**src/design/tws_pkg.sv**
```systemverilog
// Shared constants and types for the two-wire control slave port
package tws_pkg;
  localparam logic [3:0] TWS_ADDR_FIXED = 4'hB;
  localparam logic [7:0] TWS_BLK_CTRL   = 8'h00;
  localparam logic [7:0] TWS_BLK_LUT    = 8'h01;
  localparam logic [7:0] TWS_ADDR_TOP   = 8'h3F;
  localparam logic [2:0] TWS_BIT_LAST   = 3'h7;
  localparam logic [2:0] TWS_BIT_FIRST  = 3'h0;

  typedef enum logic [2:0] {
    TWS_IDLE  = 3'b000,
    TWS_ADDR  = 3'b001,
    TWS_AACK  = 3'b011,
    TWS_WRX   = 3'b010,
    TWS_WACK  = 3'b110,
    TWS_RTX   = 3'b111,
    TWS_RACK  = 3'b101,
    TWS_HOLD  = 3'b100
  } tws_state_t;

  typedef enum logic [1:0] {
    TWS_PH_BLOCK = 2'h0,
    TWS_PH_BASE  = 2'h1,
    TWS_PH_DATA  = 2'h2
  } tws_phase_t;

  // Register-space access toward the decoder core
  typedef struct packed {
    logic       wr;
    logic       rd;
    logic       lut;
    logic [7:0] addr;
    logic [7:0] data;
  } tws_reg_req_t;
endpackage : tws_pkg

```
**src/design/tws_slave.sv**
```systemverilog
// Two-wire serial control slave port of the video decoder
`timescale 1ns/1ps
module tws_slave
  import tws_pkg::*;
(
  input  wire logic         clk,
  input  wire logic         rst,
  input  wire logic         scl,
  input  wire logic         sda_in,
  output logic              sda_out,
  output logic              sda_oe,
  input  wire logic [2:0]   address_select_pins,
  input  wire logic         port_select_n,
  output tws_reg_req_t      reg_req,
  input  wire logic [7:0]   reg_rdata
);
  // Two-stage synchronisers
  logic       scl_s1;
  logic       scl_s2;
  logic       scl_d;
  logic       sda_s1;
  logic       sda_s2;
  logic       sda_d;
  logic       sel_s1;
  logic       sel_s2;

  always_ff @(posedge clk or posedge rst)
  begin
    if (rst)
    begin
      scl_s1 <= 1'b1;
      scl_s2 <= 1'b1;
      scl_d  <= 1'b1;
      sda_s1 <= 1'b1;
      sda_s2 <= 1'b1;
      sda_d  <= 1'b1;
      sel_s1 <= 1'b1;
      sel_s2 <= 1'b1;
    end
    else
    begin
      scl_s1 <= scl;
      scl_s2 <= scl_s1;
      scl_d  <= scl_s2;
      sda_s1 <= sda_in;
      sda_s2 <= sda_s1;
      sda_d  <= sda_s2;
      sel_s1 <= port_select_n;
      sel_s2 <= sel_s1;
    end
  end

  wire active     = ~sel_s2;
  wire scl_rise   = scl_s2 & ~scl_d;
  wire scl_fall   = ~scl_s2 & scl_d;
  wire start_cond = active & scl_s2 & scl_d & sda_d & ~sda_s2;
  wire stop_cond  = scl_s2 & scl_d & ~sda_d & sda_s2;
  wire no_event   = active & ~stop_cond & ~start_cond;

  tws_state_t state;
  tws_phase_t phase;
  logic [7:0] shreg;
  logic [2:0] bitcnt;
  logic       lut_sel;
  logic [7:0] addr;
  logic       ack_drive;
  logic       tx_bit;
  logic       tx_en;
  logic       bad_byte;

  wire [7:0] rx_byte    = {shreg[6:0], sda_s2};
  wire       last_bit   = bitcnt == TWS_BIT_LAST;
  wire       addr_match = rx_byte[7:1] == {TWS_ADDR_FIXED, address_select_pins};
  wire       base_ok    = rx_byte <= TWS_ADDR_TOP;
  wire       blk_ok     = (rx_byte == TWS_BLK_CTRL) | (rx_byte == TWS_BLK_LUT);
  wire [7:0] next_addr  = (addr >= TWS_ADDR_TOP) ? TWS_ADDR_TOP : addr + 8'h01;

  always_ff @(posedge clk or posedge rst)
  begin
    if (rst)
    begin
      state     <= TWS_IDLE;
      phase     <= TWS_PH_BLOCK;
      shreg     <= 8'h00;
      bitcnt    <= TWS_BIT_FIRST;
      lut_sel   <= 1'b0;
      addr      <= 8'h00;
      ack_drive <= 1'b0;
      tx_bit    <= 1'b1;
      tx_en     <= 1'b0;
      bad_byte  <= 1'b0;
      reg_req   <= '0;
    end
    else
    begin
      reg_req.wr <= 1'b0;
      reg_req.rd <= 1'b0;
      if (!active || stop_cond)
      begin
        state     <= TWS_IDLE;
        ack_drive <= 1'b0;
        tx_en     <= 1'b0;
      end
      else if (start_cond)
      begin
        state     <= TWS_ADDR;
        bitcnt    <= TWS_BIT_FIRST;
        ack_drive <= 1'b0;
        tx_en     <= 1'b0;
      end
      else
      begin
        case (state)
          TWS_IDLE: ;
          TWS_ADDR, TWS_WRX:
          begin
            if (scl_rise)
            begin
              shreg  <= rx_byte;
              bitcnt <= bitcnt + 3'h1;
            end
            if (scl_rise && last_bit)
            begin
              if (state == TWS_ADDR)
              begin
                state    <= TWS_AACK;
                bad_byte <= ~addr_match;
                if (addr_match && rx_byte[0])
                  reg_req.rd <= 1'b1;
                reg_req.lut  <= lut_sel;
                reg_req.addr <= addr;
                phase        <= TWS_PH_BLOCK;
              end
              else
              begin
                state <= TWS_WACK;
                case (phase)
                  TWS_PH_BLOCK:
                  begin
                    bad_byte <= ~blk_ok;
                    lut_sel  <= rx_byte == TWS_BLK_LUT;
                    phase    <= TWS_PH_BASE;
                  end
                  TWS_PH_BASE:
                  begin
                    bad_byte <= ~base_ok;
                    if (base_ok)
                      addr <= rx_byte;
                    phase <= TWS_PH_DATA;
                  end
                  default:
                  begin
                    bad_byte     <= 1'b0;
                    reg_req.wr   <= 1'b1;
                    reg_req.lut  <= lut_sel;
                    reg_req.addr <= addr;
                    reg_req.data <= rx_byte;
                    addr         <= next_addr;
                  end
                endcase
              end
            end
          end
          TWS_AACK, TWS_WACK:
          begin
            // Drive ack from the falling edge after bit 8 to the one after the ninth
            if (scl_fall && bitcnt == TWS_BIT_FIRST)
            begin
              ack_drive <= ~bad_byte;
              bitcnt    <= bitcnt + 3'h1;
            end
            else if (scl_fall)
            begin
              ack_drive <= 1'b0;
              bitcnt    <= TWS_BIT_FIRST;
              if (bad_byte)
                state <= TWS_HOLD;
              else if (state == TWS_AACK && shreg[0])
              begin
                state  <= TWS_RTX;
                tx_en  <= 1'b1;
                tx_bit <= reg_rdata[7];
                shreg  <= {reg_rdata[6:0], 1'b0};
                addr   <= next_addr;
              end
              else
                state <= TWS_WRX;
            end
          end
          TWS_RTX:
          begin
            if (scl_fall)
            begin
              bitcnt <= bitcnt + 3'h1;
              if (last_bit)
              begin
                tx_en <= 1'b0;
                state <= TWS_RACK;
              end
              else
              begin
                tx_bit <= shreg[7];
                shreg  <= {shreg[6:0], 1'b0};
              end
            end
          end
          TWS_RACK:
          begin
            if (scl_rise)
            begin
              if (sda_s2)
                state <= TWS_HOLD;
              else
              begin
                reg_req.rd   <= 1'b1;
                reg_req.lut  <= lut_sel;
                reg_req.addr <= addr;
              end
            end
            else if (scl_fall)
            begin
              state  <= TWS_RTX;
              bitcnt <= TWS_BIT_FIRST;
              tx_en  <= 1'b1;
              tx_bit <= reg_rdata[7];
              shreg  <= {reg_rdata[6:0], 1'b0};
              addr   <= next_addr;
            end
          end
          TWS_HOLD: ;
          default: state <= TWS_IDLE;
        endcase
      end
    end
  end

  // Open-drain: only ever pulls low
  assign sda_out = 1'b0;
  assign sda_oe  = ack_drive | (tx_en & ~tx_bit);

  start_ack_a: assert property (@(posedge clk) disable iff (rst)
    start_cond |=> state == TWS_ADDR) else $error("start not taken");
  stop_idle_a: assert property (@(posedge clk) disable iff (rst)
    stop_cond |=> state == TWS_IDLE) else $error("stop not taken");
  sel_release_a: assert property (@(posedge clk) disable iff (rst)
    ##1 (!active && $past(!active)) |-> !sda_oe) else $error("drive while deselected");
  addr_sat_a: assert property (@(posedge clk) disable iff (rst)
    addr <= TWS_ADDR_TOP) else $error("address above top");
  hold_release_a: assert property (@(posedge clk) disable iff (rst)
    state == TWS_HOLD |-> !sda_oe) else $error("hold drives data");
  nack_hold_a: assert property (@(posedge clk) disable iff (rst)
    (state == TWS_RACK && scl_rise && sda_s2 && !stop_cond && !start_cond && active)
    |=> state == TWS_HOLD) else $error("master nack ignored");
  bad_noack_a: assert property (@(posedge clk) disable iff (rst)
    (bad_byte && (state == TWS_AACK || state == TWS_WACK)) |-> !ack_drive)
    else $error("ack on refused byte");
  wr_addr_a: assert property (@(posedge clk) disable iff (rst)
    reg_req.wr |-> addr == ((reg_req.addr >= TWS_ADDR_TOP) ? TWS_ADDR_TOP
                            : reg_req.addr + 8'h01)) else $error("no advance");
  blk_lut_a: assert property (@(posedge clk) disable iff (rst)
    (state == TWS_WRX && phase == TWS_PH_BLOCK && scl_rise && last_bit && no_event
     && rx_byte == TWS_BLK_LUT) |=> lut_sel) else $error("lookup block not chosen");
  blk_ctrl_a: assert property (@(posedge clk) disable iff (rst)
    (state == TWS_WRX && phase == TWS_PH_BLOCK && scl_rise && last_bit && no_event
     && rx_byte == TWS_BLK_CTRL) |=> !lut_sel) else $error("control block not chosen");
  base_refuse_a: assert property (@(posedge clk) disable iff (rst)
    (state == TWS_WRX && phase == TWS_PH_BASE && scl_rise && last_bit && no_event
     && rx_byte > TWS_ADDR_TOP) |=> bad_byte) else $error("high base accepted");
  addr_nack_a: assert property (@(posedge clk) disable iff (rst)
    (state == TWS_ADDR && scl_rise && last_bit && no_event && rx_byte[7:1] !=
     {TWS_ADDR_FIXED, address_select_pins}) |=> bad_byte) else $error("foreign address");
  data_ack_a: assert property (@(posedge clk) disable iff (rst)
    (state == TWS_WACK && !bad_byte && scl_fall && bitcnt == TWS_BIT_FIRST && no_event)
    |=> ack_drive) else $error("write byte not acknowledged");
  read_start_a: assert property (@(posedge clk) disable iff (rst)
    (state == TWS_AACK && !bad_byte && shreg[0] && scl_fall && bitcnt != TWS_BIT_FIRST
     && no_event) |=> (state == TWS_RTX && tx_en)) else $error("read not started");
  read_next_a: assert property (@(posedge clk) disable iff (rst)
    (state == TWS_RACK && scl_rise && !sda_s2 && no_event) |=> reg_req.rd)
    else $error("next read not fetched");
  idle_release_a: assert property (@(posedge clk) disable iff (rst)
    state == TWS_IDLE |-> !sda_oe) else $error("idle drives data");
endmodule : tws_slave

```
**config.mk**
```make
export PLATFORM = sky130hd
export DESIGN_NAME = tws_slave
export DESIGN_NICKNAME = d
export VERILOG_FILES = /design/src/design/tws_pkg.sv /design/src/design/tws_slave.sv
export SDC_FILE = /design/constraint.sdc
export NUM_CORES = 1
export LEC_CHECK = 0
export ABC_CLOCK_PERIOD_IN_PS = 1950
export BUFFER_PORTS_ARGS = -buffer_cell sky130_fd_sc_hd__buf_2
export CORE_MARGIN = 5
export CORE_UTILIZATION = 43
export CTS_CLUSTER_DIAMETER = 200
export DETAILED_ROUTE_END_ITERATION = 16
export GPL_ROUTABILITY_DRIVEN = 0
export PLACE_DENSITY = 0.65
export SETUP_SLACK_MARGIN = 0.4
export SLEW_MARGIN = 0
export SYNTH_ARGS = -nofsm -noshare
export SYNTH_HDL_FRONTEND = slang
export SYNTH_SLANG_ARGS = --single-unit
export TNS_END_PERCENT = 20
```
**constraint.sdc**
```tcl
create_clock -name clk -period 1.95 [get_ports clk]
set_input_delay 0.0975 -clock clk [delete_from_list [all_inputs] [get_ports clk]]
set_output_delay 0.0975 -clock clk [all_outputs]
set_load 0.005 [all_outputs]
```
Word-level counts from Yosys, hierarchy flattened
Index checks and enable logic that the tools add are counted.
Cells by class
  eq/ne operators: 40
  reduce and logical (&&, ||, !) cells: 33
  $lt $le $gt $ge: 2
  muxes and demuxes: 87
  bitwise logic cells: 26
  add/sub/neg operators: 2
Operators by type and width (count)
  $mux W8: 21
  $mux W19: 3
  $mux W3: 19
  $ne A4 B4 Y1 const B: 9
  $pmux W8 S4: 1
  $mux W1: 29
  $ne A2 B2 Y1 const B: 14
  $pmux W3 S4: 2
  $pmux W8 S3: 1
  $mux W10: 2
  $pmux W10 S2: 1
  $mux W17: 1
  $pmux W8 S2: 1
  $ne A3 B3 Y1 const B: 5
  $not A1 Y1: 14
  $reduce_and A13 Y1: 1
  $eq A3 B3 Y1 const B: 4
  $reduce_and A12 Y1: 1
  $reduce_and A6 Y1: 2
  $reduce_bool A3 Y1: 4
  $reduce_and A11 Y1: 1
  $and A1 B1 Y1: 10
  $ne A5 B5 Y1 const B: 2
  $reduce_and A5 Y1: 2
  30 further kinds: 40
Storage, ports and cells
  flip-flop bits (word level): 56
  word-level logic and storage cells: 213
  input bits: 16

Logic depth before layout (Yosys ltp)
  depth in word-level cells: 9
  depth in mapped cells: 9

Worst setup path after synthesis
OpenSTA, ideal clock, no wires.
  kind: register to register
  start point: register scl_s2
  end point: register reg_req[0] in the netlist's numbering
  library setup time: 0.128 ns
  clock period less this slack: 2.142 ns
  cell stages (with the launch flop): 8
  slack: -0.192 ns
  arrival: 2.015 ns
  cells stage by stage: dfstp_2 ha_1 buf_2 nand2_1 a211oi_1 nand2b_4 nor2_8 mux2_1
Between the ends
  cells in the longest elaborated chain, start to end: 6
RTL lines
  start: declaration: RTL line tws_slave.sv:19  | logic scl_s2;
  start signal: assignment: RTL line tws_slave.sv:43  | scl_s2 <= scl_s1;
  $and A1 B1 Y1, on equally long branches (3 in series): RTL line tws_slave.sv:56, tws_slave.sv:57
  $and A1 B1 Y1 or $logic_or A1 B1 Y1 (tied branches): RTL line tws_slave.sv:56, tws_slave.sv:98
  $not A1 Y1 (no line)
  $reduce_and A6 Y1 (no line) (*)
  end: declaration: RTL line tws_slave.sv:14  | output tws_reg_req_t reg_req,
Mark *: on every way between the ends. The rest lies on a longest branch, timed or not.
A chain may end at the register's enable or synchronous reset.

Final worst setup path
  start point: register scl_s2
  end point: register reg_req[2] in the netlist's numbering
Same word-level chain as after synthesis.

==> implementation parameters <==
Parameter                              Value

Drt
  Remaining design rule violation count ... 0
  Post-DRT Antenna Nets ... 0
  Overall via count from detail_route ... 2617
  Number of detailed-routing iterations run before antenna repair ... 5
  Post-DR vias/cell ... roughly 5.5
  Routed length per instance ... 15.9 um
  Number of DRC markers after the initial detailed-route iteration ... 182
  Total wire length after detailed routing ... 7.57 mm

Floorplanning
  Standard cell core area ... between 7000 and 8000 um^2
  Starting density of the core ... a little over two fifths
  Vert. Die Dim ... 94.8 um
  Die area ... 8980 um^2
  Horizontal die dimension ... 94.8 um
  Boundary pin count ... 37
  Placement Rows ... 31

GRT
  Maximum number of pins on one net before global-route repair ... 37
  Total congestion overflow after global routing ... 0
  Number of global-route vias before repair ... ~2600
  Number of antenna violations at the first check in global routing ... 0
  Wire length of the first global-routing pass ... 12.3 mm
  Total track usage ... 17.2%

Min path
  Hold crit path type ... in -> reg
  Min-delay src ... reg_rdata[2]

Worst setup path
  Worst setup path startpoint ... scl_s2$_DFF_PP1_
  Beginning of the worst register-to-register path ... scl_s2$_DFF_PP1_
  Required time reported for the critical path endpoint ... 2.16 ns
  Type of element launching the critical path ... flip-flop
  Kind of end point of the critical path ... flip-flop
  CP max FO ... 6
  Classification of the worst setup path ... reg -> reg
  Worst Path Arrival ... 2.20 ns

Synth
  Number of distinct library cell variants in the gate-level netlist after synthesis ... 58
  Most used DFF post-synth ... sky130_fd_sc_hd__dfrtp_1
  Yosys synthesis warning count ... 0
  Synth Register Bits ... 56
  Total standard cell area after synthesis ... 3090 um^2
  Part of the Yosys area used for sequential elements ... 45.7%
  Gate count of the mapped netlist ... 296
  Async set-or-reset flop fraction in the synthesized netlist ... between 90% and 100%
  Avg Cell Area, Syn ... ~10 um^2
  Net count after synthesis ... roughly 320
  Number of flops mapped to enable cells by yosys ... 0

Layout
  FILL cells ... 639
  Share of post-route cells with drive strength above 1 ... 38.6%
  Net count reported at finish ... 398
  Antenna Cells ... 0
  P&R area growth vs syn ... 31.4%
  Filler-free cell count of the finished design ... 475

Status
  Violated checks ... negative setup slack
  Status ... finished with violations

STA
  Setup slack of the critical path after layout ... -0.0420 ns
  RSZ-0062 raised after global routing ... true
  Worst Max-Slew Pin Slew ... 0.660 ns
  Setup Viol. Count Final ... 17
  Sum of negative setup slack ... -0.333 ns
  Max-slew headroom at the worst pin ... a little under three fifths
  Setup Skew ... 0.0119 ns
  Maximum clock frequency ... 502 MHz
  Final slew viol count ... 0
  Final hold violation count ... 0
  Shortest period the worst path allows ... approximately 2.0 ns
  Final clock period utilization by the worst path ... 102%

Placement
  Dpl hpwl ... around 5.2 mm
  Post-placement worst setup slack ... -0.248 ns
  Number of input and output port buffers inserted ... 35
  Cells after DPL ... 455

Clocking
  Max Buffers Root-to-Sink ... 2
  Clock slew at the register clock pins of the worst setup and hold paths ... 0.11 ns
  Master cell of the clock root buffer ... sky130_fd_sc_hd__clkbuf_8
  Clock latency at the later pin of the worst-skew pair ... 0.31 ns
  Clk sink count ... 56
  Number of H-tree levels ... 2
  Clock tree from TritonCTS ... done
  Cts bufs inserted ... 5

Power
  Cell internal power dissipation ... 1.57 mW
  Power per Cell Area ... 521 nW/um^2
  Standby leakage power ... approximately 2.0 nW
  Max rail drop VDD ... about 0.00033 V
  Switching part of the total power ... about a quarter
  Switching component of the power ... 0.551 mW
  Share of power burned in combinational logic ... around 11%
  Clock power frac ... 31.4%
  Seq pwr share ... a little under three fifths

Flow run
  Number of maximum-capacitance constraint violations ... 0
==> cells in the mapped netlist, drive strengths merged, types with 8 or more instances <==
cell type / instances / area, um^2
mux2: 17 / 191
dfrtp: 47 / 1180
o21ai: 12 / 60.1
dfstp: 9 / 236
mux2i: 15 / 150
a21oi: 20 / 100
nor2b: 9 / 56.3
inv: 14 / 52.6
nor2: 19 / 87.6
nand2b: 8 / 57.6
a31oi: 16 / 100
buf: 17 / 98.8
==> stage by stage <==
stage	total power, mW	hold WS (ns)	cell area [um^2]	util (%)
3_3_place_gp	1.43	0.135	3660	51.3
4_1_cts	2.11	0.102	3910	54.7
6_report	2.12	0.104	4060	56.9
3_5_place_dp	1.44	0.133	3660	51.3
2_1_floorplan	1.35	0.102	3110	-
5_1_grt	2.21	0.112	4060	56.9
==> flip-flops by register name (all words and copies together), names as in the netlist, 2 cells and up <==
name and count:
addr 8, bitcnt 3, phase 2, reg_req 19, shreg 8, state 3
==> layer usage <==
| layer | global-route usage (%) | vias to the layer above | wire length [um] |
|---|---|---|---|
| li1 | - | 1241 | - |
| met1 | 24.7 | 1299 | 3570 |
| met5 | 0 | - | 0 |
| met4 | 5.41 | 0 | 115 |
| met3 | 2.95 | 11 | 274 |
| met2 | 26.3 | 66 | 3620 |
==> what timing repair did <==
item / in CTS / in global routing
cloned: 0 / 1
endpoints found under the hold margin: 14 / 0
gates resized for setup: 21 / 25
buffers inserted: 4 / 3
endpoints found under the setup margin: 48 / 48
hold buffers: 4 / 0
pin swaps: 9 / 7
==> kinds of logic after synthesis <==
family                     after synthesis  synth area share [%]
muxes                                   32                  11.1
buffers and inverters                   33                  5.14
xor gates and xnor gates                 6                  1.70
DFF                                     56                  45.7
adders and majority gates                9                  3.48
and+or+nand+nor                         80                  15.7
AOI/OAI and AO/OA                       79                  17.1
other                                    1                 0.121
==> power groups by stage <==
stage	Combinational (mW)	Clock (mW)	Sequential (mW)
after global routing	0.261	0.727	1.22
after floorplan	0.118	0	1.23
after detailed placement	0.205	0	1.23
after global placement	0.201	0	1.23
after CTS	0.226	0.670	1.21
final	0.236	0.665	1.21
==> cell usage in the layout, fill, tap and decap left out, drive strengths merged, types with 3 or more instances in the layout <==
cell type,instances
xnor2,4
a31oi,16
o211ai,3
dfstp,9
nand2b,8
dlygate4sd3,4
a21o,5
clkbuf,6
nor2,20
buf,86
or2,3
nor3,4
and3,3
inv,15
nand4,5
nand2,6
ha,7
nor2b,9
and3b,3
mux2i,15
o22ai,4
dfrtp,47
nand3,6
and2,4
a21oi,20
o21ai,12
mux2,17
==> final cells by class <==
class,count,area [um^2],share of cell area [%]
Clock buffer,6,72.6,1.79
Clock inverter,2,13.8,0.339
Inverter,14,52.6,1.29
Multi-Input combinational cell,208,1730,42.6
Sequential cell,56,1410,34.8
Tap cell,99,124,3.05
Timing Repair Buffer,90,654,16.1
==> worst max-delay path, stage by stage (launching register included) <==
cell                       delay, ns
sky130_fd_sc_hd__dfstp_2        0.41
sky130_fd_sc_hd__ha_2           0.17
sky130_fd_sc_hd__and3b_1        0.16
sky130_fd_sc_hd__or3_4          0.42
sky130_fd_sc_hd__nand2b_4       0.21
sky130_fd_sc_hd__nor2_4         0.17
sky130_fd_sc_hd__mux2_1         0.34
==> final timing paths <==
path                                          endpoint  slack (ns)  cells after the start
min in group asynchronous         shreg[7]$_DFFE_PP0P_        0.33                      3
max in group asynchronous         phase[0]$_DFFE_PP0P_        1.05                      4
worst min register to register        sel_s2$_DFF_PP1_        0.36                      0
worst max-delay path            reg_req[2]$_DFFE_PP0P_       -0.04                      6
worst min-delay path              shreg[3]$_DFFE_PP0P_        0.10                      3
worst max register to register  reg_req[2]$_DFFE_PP0P_       -0.04                      6
Power figures use the tool's default switching activity.
